==> config.mk <==
export PLATFORM = sky130hd
export DESIGN_NAME = uvtm_fault_resp
export DESIGN_NICKNAME = d
export VERILOG_FILES = /design/src/pkg/uvtm_pkg.sv /design/src/pkg/uvtm_tmr_if.sv /design/src/hw/uvtm_fault_resp.sv /design/src/hw/uvtm_timer.sv
export SDC_FILE = /design/constraint.sdc
export NUM_CORES = 1
export LEC_CHECK = 0
export CELL_PAD_IN_SITES_DETAIL_PLACEMENT = 2
export CELL_PAD_IN_SITES_GLOBAL_PLACEMENT = 2
export CORE_ASPECT_RATIO = 1.75
export CORE_UTILIZATION = 30
export CTS_CLUSTER_DIAMETER = 200
export CTS_CLUSTER_SIZE = 8
export DETAILED_ROUTE_END_ITERATION = 16
export DONT_BUFFER_PORTS = 1
export PLACE_DENSITY_LB_ADDON = 0.1
export SYNTH_ARGS = -nofsm -noshare
export SYNTH_HDL_FRONTEND = slang
export SYNTH_SLANG_ARGS = --single-unit
==> constraint.sdc <==
create_clock -name clock -period 2.62 [get_ports clock]
set_input_delay 0.393 -clock clock [delete_from_list [all_inputs] [get_ports clock]]
set_output_delay 0.393 -clock clock [all_outputs]
set_load 0.02 [all_outputs]
==> src/pkg/uvtm_pkg.sv <==
package uvtm_pkg;
	// Clock and 10 us step
	localparam int unsigned CLK_HZ = 25_000_000;
	localparam int unsigned STEP_US = 10;
	localparam int unsigned TICK_CYC = STEP_US * (CLK_HZ / 1_000_000);
	localparam int DIV_W = 8;
	localparam int CNT_W = 16;
	localparam logic [DIV_W-1:0] TICK_LAST = DIV_W'(TICK_CYC - 1);
	localparam logic [DIV_W-1:0] DIV_ZERO = 8'h00;
	localparam logic [CNT_W-1:0] CNT_ZERO = 16'h0000;
	localparam logic [CNT_W-1:0] CNT_ONE = 16'h0001;

	// Response byte fields
	localparam int RESP_HI = 7;
	localparam int RESP_LO = 6;
	localparam int RETRY_HI = 5;
	localparam int RETRY_LO = 3;
	localparam int DLY_HI = 2;
	localparam int DLY_LO = 0;
	localparam logic [1:0] RESP_IGNORE = 2'h0;
	localparam logic [1:0] RESP_DELAY = 2'h1;
	localparam logic [1:0] RESP_SHUT = 2'h2;
	localparam logic [1:0] RESP_BAD = 2'h3;
	localparam logic [2:0] RETRY_NONE = 3'h0;
	localparam logic [2:0] RETRY_FOREVER = 3'h7;

	// Command codes and values
	localparam logic [7:0] CMD_DIE_OT = 8'hD6;
	localparam logic [7:0] DIE_OT_VAL = 8'hC0;
	localparam logic [7:0] CMD_UV_RESP = 8'h45;
	localparam logic [7:0] CMD_TON_RESP = 8'h63;
	localparam logic [7:0] UV_RESP_RST = 8'h80;
	localparam logic [7:0] TON_RESP_RST = 8'hB8;
	localparam logic [7:0] TON_OFF = 8'h00;
	localparam logic [7:0] RD_NONE = 8'h00;

	typedef enum logic [2:0] {ST_OFF, ST_RUN, ST_DELAY, ST_SHUT, ST_RETRY} uvtm_state_t;

	function automatic logic [1:0] resp_of(input logic [7:0] b);
		return b[RESP_HI:RESP_LO];
	endfunction

	function automatic logic [2:0] retry_of(input logic [7:0] b);
		return b[RETRY_HI:RETRY_LO];
	endfunction

	function automatic logic [CNT_W-1:0] delay_of(input logic [7:0] b);
		return {13'h0000, b[DLY_HI:DLY_LO]};
	endfunction
endpackage

==> src/pkg/uvtm_tmr_if.sv <==
`timescale 1ns/100ps
interface uvtm_tmr_if;
	import uvtm_pkg::*;
	logic load;
	logic [CNT_W-1:0] value;
	logic busy;
	modport ctrl (output load, output value, input busy);
	modport tmr (input load, input value, output busy);
endinterface

==> src/hw/uvtm_fault_resp.sv <==
`timescale 1ns/100ps
module uvtm_fault_resp
	import uvtm_pkg::*;
(
	// Clock and reset
	input wire logic clock,
	input wire logic nrst,
	// Command port
	input wire logic cmd_wr,
	input wire logic cmd_rd,
	input wire logic [7:0] cmd_code,
	input wire logic [7:0] cmd_wdata,
	output logic [7:0] cmd_rdata,
	// Clearing commands
	input wire logic clear_faults_cmd,
	input wire logic restore_user_all_cmd,
	input wire logic vendor_soft_reset_cmd,
	// On control
	input wire logic run_pin,
	input wire logic operation_on,
	// Sequencer state
	input wire logic ton_delay_done,
	input wire logic ton_rise_done,
	input wire logic seq_ramping,
	input wire logic ton_limit_reached,
	// Fault inputs
	input wire logic uv_below,
	input wire logic ton_max_fault,
	input wire logic [CNT_W-1:0] retry_interval_setting,
	// Alert masks
	input wire logic uv_alert_mask,
	input wire logic ton_alert_mask,
	input wire logic cml_alert_mask,
	// Output control and status
	output logic output_enable,
	output logic status_none_of_above,
	output logic status_word_vout,
	output logic status_vout_uv,
	output logic status_vout_ton_max,
	output logic cml_fault,
	// Alert, open drain
	output logic alert_o,
	output logic alert_oe
);
	typedef struct packed {
		logic run_s1;
		logic run_s2;
		logic uv_s1;
		logic uv_s2;
		logic on_prev;
		uvtm_state_t state;
		logic src_ton;
		logic armed;
		logic [7:0] uv_resp;
		logic [7:0] ton_resp;
		logic [7:0] rdata;
		logic out_en;
		logic st_noa;
		logic st_vout;
		logic st_uv;
		logic st_ton;
		logic cml;
		logic alert;
	} uvtm_mstate_t;

	localparam uvtm_mstate_t RST_VAL = '{state: ST_OFF, uv_resp: UV_RESP_RST, ton_resp: TON_RESP_RST,
		rdata: RD_NONE, default: 1'b0};

	uvtm_mstate_t r_reg, r_next;
	uvtm_tmr_if tif ();

	uvtm_timer u_timer (
		.clock(clock),
		.nrst(nrst),
		.t(tif.tmr)
	);

	logic on_now, turn_on, clr, active, arm_ok, uv_evt, ton_evt, cml_set, present;
	logic [7:0] cur;

	always_comb begin
		r_next = r_reg;
		tif.load = 1'b0;
		tif.value = CNT_ZERO;
		cml_set = 1'b0;
		r_next.run_s1 = run_pin;
		r_next.run_s2 = r_reg.run_s1;
		r_next.uv_s1 = uv_below;
		r_next.uv_s2 = r_reg.uv_s1;
		on_now = r_reg.run_s2 & operation_on;
		turn_on = on_now & ~r_reg.on_prev;
		r_next.on_prev = on_now;
		clr = clear_faults_cmd | restore_user_all_cmd | vendor_soft_reset_cmd | turn_on;
		active = (r_reg.state == ST_RUN) || (r_reg.state == ST_DELAY);
		arm_ok = active & ton_delay_done & ton_rise_done & ~seq_ramping & ton_limit_reached;
		r_next.armed = arm_ok & (r_reg.armed | ~r_reg.uv_s2);
		uv_evt = r_reg.armed & r_reg.uv_s2;
		ton_evt = ton_max_fault & active & (r_reg.ton_resp != TON_OFF);
		cur = r_reg.src_ton ? r_reg.ton_resp : r_reg.uv_resp;
		present = r_reg.src_ton ? ton_max_fault : r_reg.uv_s2;

		// Command writes and reads
		if (cmd_wr) begin
			case (cmd_code)
				CMD_UV_RESP: begin
					if (resp_of(cmd_wdata) == RESP_BAD) begin
						cml_set = 1'b1;
					end else begin
						r_next.uv_resp = cmd_wdata;
					end
				end
				CMD_TON_RESP: r_next.ton_resp = cmd_wdata;
				CMD_DIE_OT: cml_set = 1'b1;
				default: ;
			endcase
		end
		if (cmd_rd) begin
			case (cmd_code)
				CMD_UV_RESP: r_next.rdata = r_reg.uv_resp;
				CMD_TON_RESP: r_next.rdata = r_reg.ton_resp;
				CMD_DIE_OT: r_next.rdata = DIE_OT_VAL;
				default: r_next.rdata = RD_NONE;
			endcase
		end

		// Latched status, set wins over clear
		if (clr) begin
			r_next.st_noa = 1'b0;
			r_next.st_vout = 1'b0;
			r_next.st_uv = 1'b0;
			r_next.st_ton = 1'b0;
			r_next.cml = 1'b0;
		end
		if (uv_evt) begin
			r_next.st_noa = 1'b1;
			r_next.st_vout = 1'b1;
			r_next.st_uv = 1'b1;
		end
		if (ton_evt) begin
			r_next.st_noa = 1'b1;
			r_next.st_vout = 1'b1;
			r_next.st_ton = 1'b1;
		end
		if (cml_set) begin
			r_next.cml = 1'b1;
		end
		r_next.alert = (r_reg.st_uv & ~uv_alert_mask) | (r_reg.st_ton & ~ton_alert_mask)
			| (r_reg.cml & ~cml_alert_mask);

		// Response sequencing
		case (r_reg.state)
			ST_OFF: begin
				if (turn_on) begin
					r_next.state = ST_RUN;
				end
			end
			ST_RUN: begin
				if (uv_evt || ton_evt) begin
					r_next.src_ton = ~uv_evt;
					cur = uv_evt ? r_reg.uv_resp : r_reg.ton_resp;
					case (resp_of(cur))
						RESP_DELAY: begin
							tif.load = 1'b1;
							tif.value = delay_of(cur);
							r_next.state = ST_DELAY;
						end
						RESP_SHUT: begin
							if (retry_of(cur) == RETRY_FOREVER) begin
								tif.load = 1'b1;
								tif.value = retry_interval_setting;
								r_next.state = ST_RETRY;
							end else begin
								r_next.state = ST_SHUT;
							end
						end
						default: ;
					endcase
				end
			end
			ST_DELAY: begin
				if (!present) begin
					r_next.state = ST_RUN;
				end else if (!tif.busy) begin
					if (retry_of(cur) == RETRY_FOREVER) begin
						tif.load = 1'b1;
						tif.value = retry_interval_setting;
						r_next.state = ST_RETRY;
					end else begin
						r_next.state = ST_SHUT;
					end
				end
			end
			ST_SHUT: begin
				if (clr && on_now) begin
					r_next.state = ST_RUN;
				end
			end
			ST_RETRY: begin
				if (!tif.busy) begin
					r_next.state = ST_RUN;
				end
			end
			default: r_next.state = ST_OFF;
		endcase
		if (!on_now) begin
			r_next.state = ST_OFF;
		end
		r_next.out_en = (r_next.state == ST_RUN) || (r_next.state == ST_DELAY);
	end

	always_ff @(posedge clock or negedge nrst) begin
		if (!nrst) begin
			r_reg <= RST_VAL;
		end else begin
			r_reg <= r_next;
		end
	end

	assign cmd_rdata = r_reg.rdata;
	assign output_enable = r_reg.out_en;
	assign status_none_of_above = r_reg.st_noa;
	assign status_word_vout = r_reg.st_vout;
	assign status_vout_uv = r_reg.st_uv;
	assign status_vout_ton_max = r_reg.st_ton;
	assign cml_fault = r_reg.cml;
	assign alert_o = 1'b0;
	assign alert_oe = r_reg.alert;
endmodule // uvtm_fault_resp

==> src/hw/uvtm_timer.sv <==
`timescale 1ns/100ps
module uvtm_timer
	import uvtm_pkg::*;
(
	// Clock and reset
	input wire logic clock,
	input wire logic nrst,
	// Control side
	uvtm_tmr_if.tmr t
);
	typedef struct packed {
		logic [DIV_W-1:0] div;
		logic [CNT_W-1:0] cnt;
	} uvtm_tstate_t;

	uvtm_tstate_t r_reg, r_next;

	always_comb begin
		r_next = r_reg;
		if (t.load) begin
			r_next.cnt = t.value;
			r_next.div = DIV_ZERO;
		end else if (r_reg.cnt != CNT_ZERO) begin
			if (r_reg.div == TICK_LAST) begin
				r_next.div = DIV_ZERO;
				r_next.cnt = r_reg.cnt - CNT_ONE;
			end else begin
				r_next.div = r_reg.div + 8'h01;
			end
		end
	end

	always_ff @(posedge clock or negedge nrst) begin
		if (!nrst) begin
			r_reg <= '0;
		end else begin
			r_reg <= r_next;
		end
	end

	assign t.busy = r_reg.cnt != CNT_ZERO;
endmodule // uvtm_timer

==> flow_summary.yaml, run 1 <==
sta:
  period_share_pct: 91.6
  worst_slack_ns: 0.220
  setup_viol: 0
  post-route-min-period_ns: 2.40
  tightest_slew_ns: 0.611
  hold_viol_final: 0
  max_freq_mhz: 417
  fin_tns_setup_ns: 0
  rsz0062_at_grt: "false"
  relSlewSlack_pct: 58.9
  fin_hold_ws_ns: 0.0855
  drv_slew: 0
  finClkSkew_ns: 0.00752
setup_path:
  crit_path_max_incr_delay_ns: 0.39
  critPathKind: "reg2reg"
  start_kind: "register"
  crit_slowest_cell: "dfrtp_1"
  cp.arrival_ns: 2.64
  cp_max_fo: 5
  crit_chain: "and2_2, mux2_2, ha_1, and3_1, a221oi_2, a2111oi_2, a211oi_4, xnor2_1, nor4_2"
  required_ns: 2.86
  crit_path_end_kind: "register"
global_route:
  antenna_found_initial: 0
  grt_pass1_wl_um: 19300
  track_usage_pct: 20.1
  grt_overflow: 0
  grt_max_degree: 65
  grt_pass1_vias: 3583
detailed_routing:
  vias_per_cell: 5.40
  first_iter_violations: 115
  drt_wl_total_um: 11800
  wl_per_cell_um: 20.8
  drt_first_pass_iters: 4
  ant_nets: 0
  vias: 3050
  drc: 0
place:
  dpl.hpwl_um: 8910
  place_congestion: 0.779
  io_buffer_count: 0
  pre_cts_ws_ns: -0.0421
flow_run:
  cap_violations: 0
clock_network:
  h-tree-depth: 3
  cts_buffers: 9
  clk_pin_slew_ns: 0.06
  cts_sinks: 64
  cts_buffer_depth: 2
  clk_latency_ns: 0.33
  cts-root-buf: "clkbuf_16"
  cts_tree: "done"
status:
  status: "finished, final reports clean"
yosys:
  synth_fp_nets: 435
  synth_top_area_share_pct: 39.5
  ys_ff_latch: 64
  ys_warn_count: 0
  yosysMostFrequentCell: "dfrtp_1"
  yosysSeqAreaShare_pct: 43.0
  synth_common_cells: "dfrtp_1 (59), nand2_1 (38), nor2_1 (27)"
  synth_ff_type: "dfrtp_1"
  synthTopCellsByArea: "dfrtp_1 (39%), mux2_2 (4.5%), nand2_1 (3.8%), dfstp_2 (3.5%), nor2_1 (2.7%)"
  synth_cell_types: 69
  syn_area_per_cell_um2: 9.87
  syn_inst: 379
  syn-cell-area_mm2: 0.00374
  yosysTopAreaCell: "dfrtp_1"
  synthArstFlopShare_pct: 100
  synth-edff-count: 0
power_and_ir_drop:
  power.density_mw_per_mm2: 570
  power.leakage_nw: 1.82
  design_power_total_mw: 2.52
  vdd_ir_drop_max_uv: 319
cells_and_area:
  nNetsFinal: 451
  post-route-util_pct: 36.7
  diodes: 0
  drive_above_1_share_pct: 24.8
  syn_to_final_growth_pct: 18.4
floorplan:
  die_w_um: 86.4
  io_pins: 66
  rows: 53
  die_h_um: 150
  die_area_mm2: 0.0129
  start_util_pct: 31.0
  core-area_mm2: 0.0121
min_path:
  hp-class: "in2reg"
-- metrics by stage --
| step | std cells | instance area [um^2] |
|---|---|---|
| 2_1_floorplan | 379 | 3740 |
| 3_5_place_dp | 546 | 4010 |
| 4_1_cts | 564 | 4390 |
| 5_1_grt | 565 | 4430 |
| 3_3_place_gp | 546 | 4010 |
| 6_report | 565 | 4430 |
-- critical path, delay by kind of cell (launching register included) --
kind / cells / cell delay (ns)
compound gates: 3 / 0.65
simple gates: 3 / 0.53
flops: 1 / 0.39
mux: 1 / 0.36
fa+ha+maj: 1 / 0.26
xor+xnor: 1 / 0.12
-- logic make-up (layout without fill, tap and decap cells) --
logic type	count (synthesis)	count (layout)	synth area share, %
compound gates	94	94	20.2
xor+xnor	3	3	0.702
fa+ha+maj	6	6	2.01
buf+inv	40	61	5.75
flops	64	64	43.0
mux	21	21	6.12
other cells	1	1	0.100
simple gates	150	150	22.2
-- per-layer routing --
metal	track usage, %	part of all wire (%)
met2	39.4	59
met1	19.4	35
met3	4.03	3.3
met5	0	0
met4	9.33	2.9
-- cell type report --
| class | instances | area (um^2) |
|---|---|---|
| Clock buffer | 10 | 239 |
| Clock inverter | 6 | 92.6 |
| Fill cell | 1374 | 7640 |
| Inverter | 16 | 60.1 |
| Multi-Input combinational cell | 275 | 1950 |
| Sequential cell | 64 | 1610 |
| Tap cell | 165 | 206 |
| Timing Repair Buffer | 29 | 278 |
-- power by group --
group	total [mW]	leakage [nW]	switching (mW)	internal, mW
combinational	0.121	0.838	0.0703	0.0512
clock	1.34	0.155	0.475	0.862
sequential	1.07	0.826	0.0448	1.02
-- cell usage in the layout, fill, tap and decap left out, types with 3 or more instances in the layout --
cell type / count
a21oi_1: 19
buf_12: 3
a21o_1: 3
a22oi_1: 8
a22oi_2: 5
nand4b_1: 3
mux2i_1: 6
clkbuf_16: 9
nor4_1: 4
nor2_1: 27
nand3_1: 16
a2bb2oi_1: 3
inv_1: 16
and3_1: 4
a211oi_1: 6
nand4_1: 7
nor3_2: 9
mux2_2: 15
dfstp_2: 5
nor4_2: 4
buf_4: 24
xnor2_1: 3
nand2b_1: 6
nor3b_1: 3
a31oi_1: 4
dfrtp_1: 59
ha_1: 6
nand2_1: 38
o21ai_0: 8
nor3_1: 16
o22a_1: 3
-- what timing repair did --
action	CTS	global route
buffers inserted	0	1
pin swaps	0	2
hold endpoints to repair	64	0
gates resized for setup	1	5
hold buffers	2	0
setup endpoints to repair	1	18
-- final timing paths --
kind                       startpoint                 to  slack, ns  cells after the start
max                         r_reg[31]      output_enable       0.22                      9
min                          uv_below         r_next[37]       0.09                      0
min reg2reg                r_next[39]          r_reg[39]       0.35                      0
max reg2reg                 r_reg[31]      output_enable       0.22                      9
max in group asynchronous        nrst          r_reg[18]       1.64                      2
min in group asynchronous        nrst  u_timer.r_reg[23]       0.66                      2
(Power assumes the default switching activity.)
==> inputs of run 2 (changes only) <==
--- a/config.mk
+++ b/config.mk
@@ -5,6 +5,7 @@
 export SDC_FILE = /design/constraint.sdc
 export NUM_CORES = 1
 export LEC_CHECK = 0
+export ABC_AREA = 1
 export CELL_PAD_IN_SITES_DETAIL_PLACEMENT = 2
 export CELL_PAD_IN_SITES_GLOBAL_PLACEMENT = 2
 export CORE_ASPECT_RATIO = 1.75
@@ -13,6 +14,7 @@
 export CTS_CLUSTER_SIZE = 8
 export DETAILED_ROUTE_END_ITERATION = 16
 export DONT_BUFFER_PORTS = 1
+export HOLD_SLACK_MARGIN = 0.15
 export PLACE_DENSITY_LB_ADDON = 0.1
 export SYNTH_ARGS = -nofsm -noshare
 export SYNTH_HDL_FRONTEND = slang
==> run 2 against run 1 <==
Combinational power up 9.9%. Area after synthesis up 12%. Worst hold slack better by 0.083 ns. Maximum frequency up 3.3%. Register-to-register slack better by 0.08 ns. Core utilization down 2.1 points. Sequential share of layout area down 1.9 points. Via count up 29%. Power down 5.9%. Critical path depth up 2. Clock skew about the same. Design area up 5.6%. Critical endpoint is now u_timer.r_reg[10]. Largest cell class unchanged. Highest routed layer unchanged.
==> flow_summary.yaml, run 2 <==
yosys:
  synthArstFlopShare_pct: 100
  synth_fp_nets: 640
  synth-edff-count: 0
  yosysSeqAreaShare_pct: 38.3
  yosysMostFrequentCell: "nand2_1"
  ys_ff_latch: 64
  synth_cell_types: 41
  synthTopCellsByArea: "dfrtp_1 (35%), nand2_1 (13%), nand3_1 (6.3%), inv_1 (5.8%), o21ai_0 (4.9%)"
  syn_area_per_cell_um2: 7.18
  synth_ff_type: "dfrtp_1"
  synth_common_cells: "nand2_1 (148), inv_1 (65), dfrtp_1 (59)"
  synth_top_area_share_pct: 35.2
  ys_warn_count: 0
  syn_inst: 584
  yosysTopAreaCell: "dfrtp_1"
  syn-cell-area_mm2: 0.00419
setup_path:
  reg2reg_depth: 11
  cp.arrival_ns: 2.59
  critPathKind: "reg2reg"
  r2r_setup_slack_ns: 0.30
  cp_max_fo: 25
  r2r_end: "u_timer.r_reg[10]"
  crit_path_end_kind: "register"
  start_kind: "register"
  timing.rr.start: "r_reg[37]"
  required_ns: 2.89
  critPathLaunch: "r_reg[37]"
power_and_ir_drop:
  vdd_ir_drop_max_uv: 264
  power.density_mw_per_mm2: 508
  power.leakage_nw: 2.24
cells_and_area:
  mostFrequentLayoutCells: "nand2_1 (148), inv_1 (65), dfrtp_1 (59)"
  drive_above_1_share_pct: 9.54
  syn_to_final_growth_pct: 11.6
  final_common_cell: "nand2_1"
  post-route-util_pct: 34.6
  nNetsFinal: 638
  fill_cells: 1661
  diodes: 0
global_route:
  grt_max_degree: 65
  grt_overflow: 0
  antenna_found_initial: 0
  track_usage_pct: 20.7
  grt_pass1_wl_um: 22900
  grt_pass1_vias: 4451
sta:
  drv_slew: 0
  tightest_slew_ns: 0.631
  max_freq_mhz: 431
  post-route-min-period_ns: 2.32
  fin_hold_ws_ns: 0.168
  finClkSkew_ns: 0.00769
  period_share_pct: 88.7
  worst_slack_ns: 0.297
  rsz0062_at_grt: "false"
  fin_tns_setup_ns: 0
  hold_viol_final: 0
  relSlewSlack_pct: 57.8
  setup_viol: 0
detailed_routing:
  wl_per_cell_um: 18.5
  drt_wl_total_um: 14100
  ant_nets: 0
  drc: 0
  met1_length_um: 5140
  vias_per_cell: 5.16
  wl_met3_um: 272
  dr_wl_met2_um: 8390
  dr.max_layer_used: "met4"
  drt_first_pass_iters: 4
  vias: 3926
  first_iter_violations: 71
clock_network:
  clk_latency_ns: 0.34
  cts_sinks: 64
  clk_pin_slew_ns: 0.06
  cts_buffers: 9
  cts-root-buf: "clkbuf_16"
  cts_tree: "done"
  h-tree-depth: 3
  cts_buffer_depth: 2
floorplan:
  core-area_mm2: 0.0135
  io_pins: 66
  start_util_pct: 31.0
  die_area_mm2: 0.0145
  die_w_um: 91.4
  rows: 56
  die_h_um: 158
min_path:
  hold_start: "cmd_rd"
  min_to: "cmd_rdata[7]"
  hp-class: "in2reg"
  whs_path_depth: 2
place:
  io_buffer_count: 0
  dpl.hpwl_um: 11000
  pre_cts_ws_ns: 0.239
  place_congestion: 0.810
status:
  status: "finished, final reports clean"
flow_run:
  cap_violations: 0
-- run 2: cell types whose count changed after synthesis, moves of 21 or more --
cell     before  now
inv_1        16   65
nand2_1      38  148
nand3_1      16   53
nor2_1       27   48
o21ai_0       8   41
-- run 2: logic make-up after synthesis --
family | count (synthesis) | share of synthesized area, %
buffers and inverters | 99 | 10.4
XOR/XNOR | 18 | 3.76
AO/OA/AOI/OAI | 78 | 11.1
adder cells (fa/ha/maj) | 6 | 1.79
flip-flops | 64 | 38.3
AND/OR/NAND/NOR | 318 | 34.5
other | 1 | 0.0894
-- run 2: stage by stage --
step	instance area (um^2)	std cells	total power, mW
5_1_grt	4680	761	2.47
2_1_floorplan	4190	584	1.11
6_report	4680	761	2.38
3_5_place_dp	4300	739	1.14
4_1_cts	4680	761	2.42
3_3_place_gp	4300	739	1.14
-- run 2: layer usage --
| layer | vias up | global-route usage [%] |
|---|---|---|
| met3 | 16 | 3.01 |
| li1 | 1891 | - |
| met5 | - | 0 |
| met1 | 1971 | 20.4 |
| met2 | 48 | 42.8 |
| met4 | 0 | 7.26 |
-- run 2: what timing repair did --
item,CTS,global route
setup buffers,0,0
endpoints found under the setup margin,0,1
hold buffers,6,0
resized for setup,0,1
hold endpoints to repair,68,0
-- run 2: how the worst max path moves through the flow --
| stage | endpoint | slack [ns] | cells past startpoint |
|---|---|---|---|
| final | u_timer.r_reg[10] | 0.30 | 11 |
| after global routing | u_timer.r_reg[10] | 0.009 | 11 |
| after CTS | u_timer.r_reg[10] | 0.22 | 11 |
| after detailed placement | u_timer.r_reg[10] | 0.24 | 11 |
| after global placement | u_timer.r_reg[10] | 0.36 | 11 |
| after floorplan | u_timer.r_reg[8] | 0.50 | 15 |
-- run 2: power breakdown --
group | internal [mW] | total, mW | switching, mW
registers | 1.01 | 1.02 | 0.0142
logic | 0.0375 | 0.133 | 0.0957
clock network | 0.740 | 1.22 | 0.480
total | 1.79 | 2.38 | 0.589
-- run 2: worst max-delay path, cell delays in order, from the launching register on --
cell and delay (ns):
dfrtp_1 0.37, nand2_2 0.15, o21ai_0 0.26, ha_1 0.24, nand3_1 0.13, a21oi_2 0.18
nand3_4 0.15, nand2_4 0.15, inv_4 0.13, o21ai_4 0.22, o21ai_0 0.18, nand2_1 0.09
-- run 2: final cells by class --
cell class	instances	area, um^2	area share [%]
sequential	64	1610	34.4
timing repair buffer	13	130	2.78
clock inverter	6	70.1	1.50
inverter	73	277	5.91
multi-input combinational	421	2150	45.9
clock buffer	10	229	4.89
tap	174	218	4.65
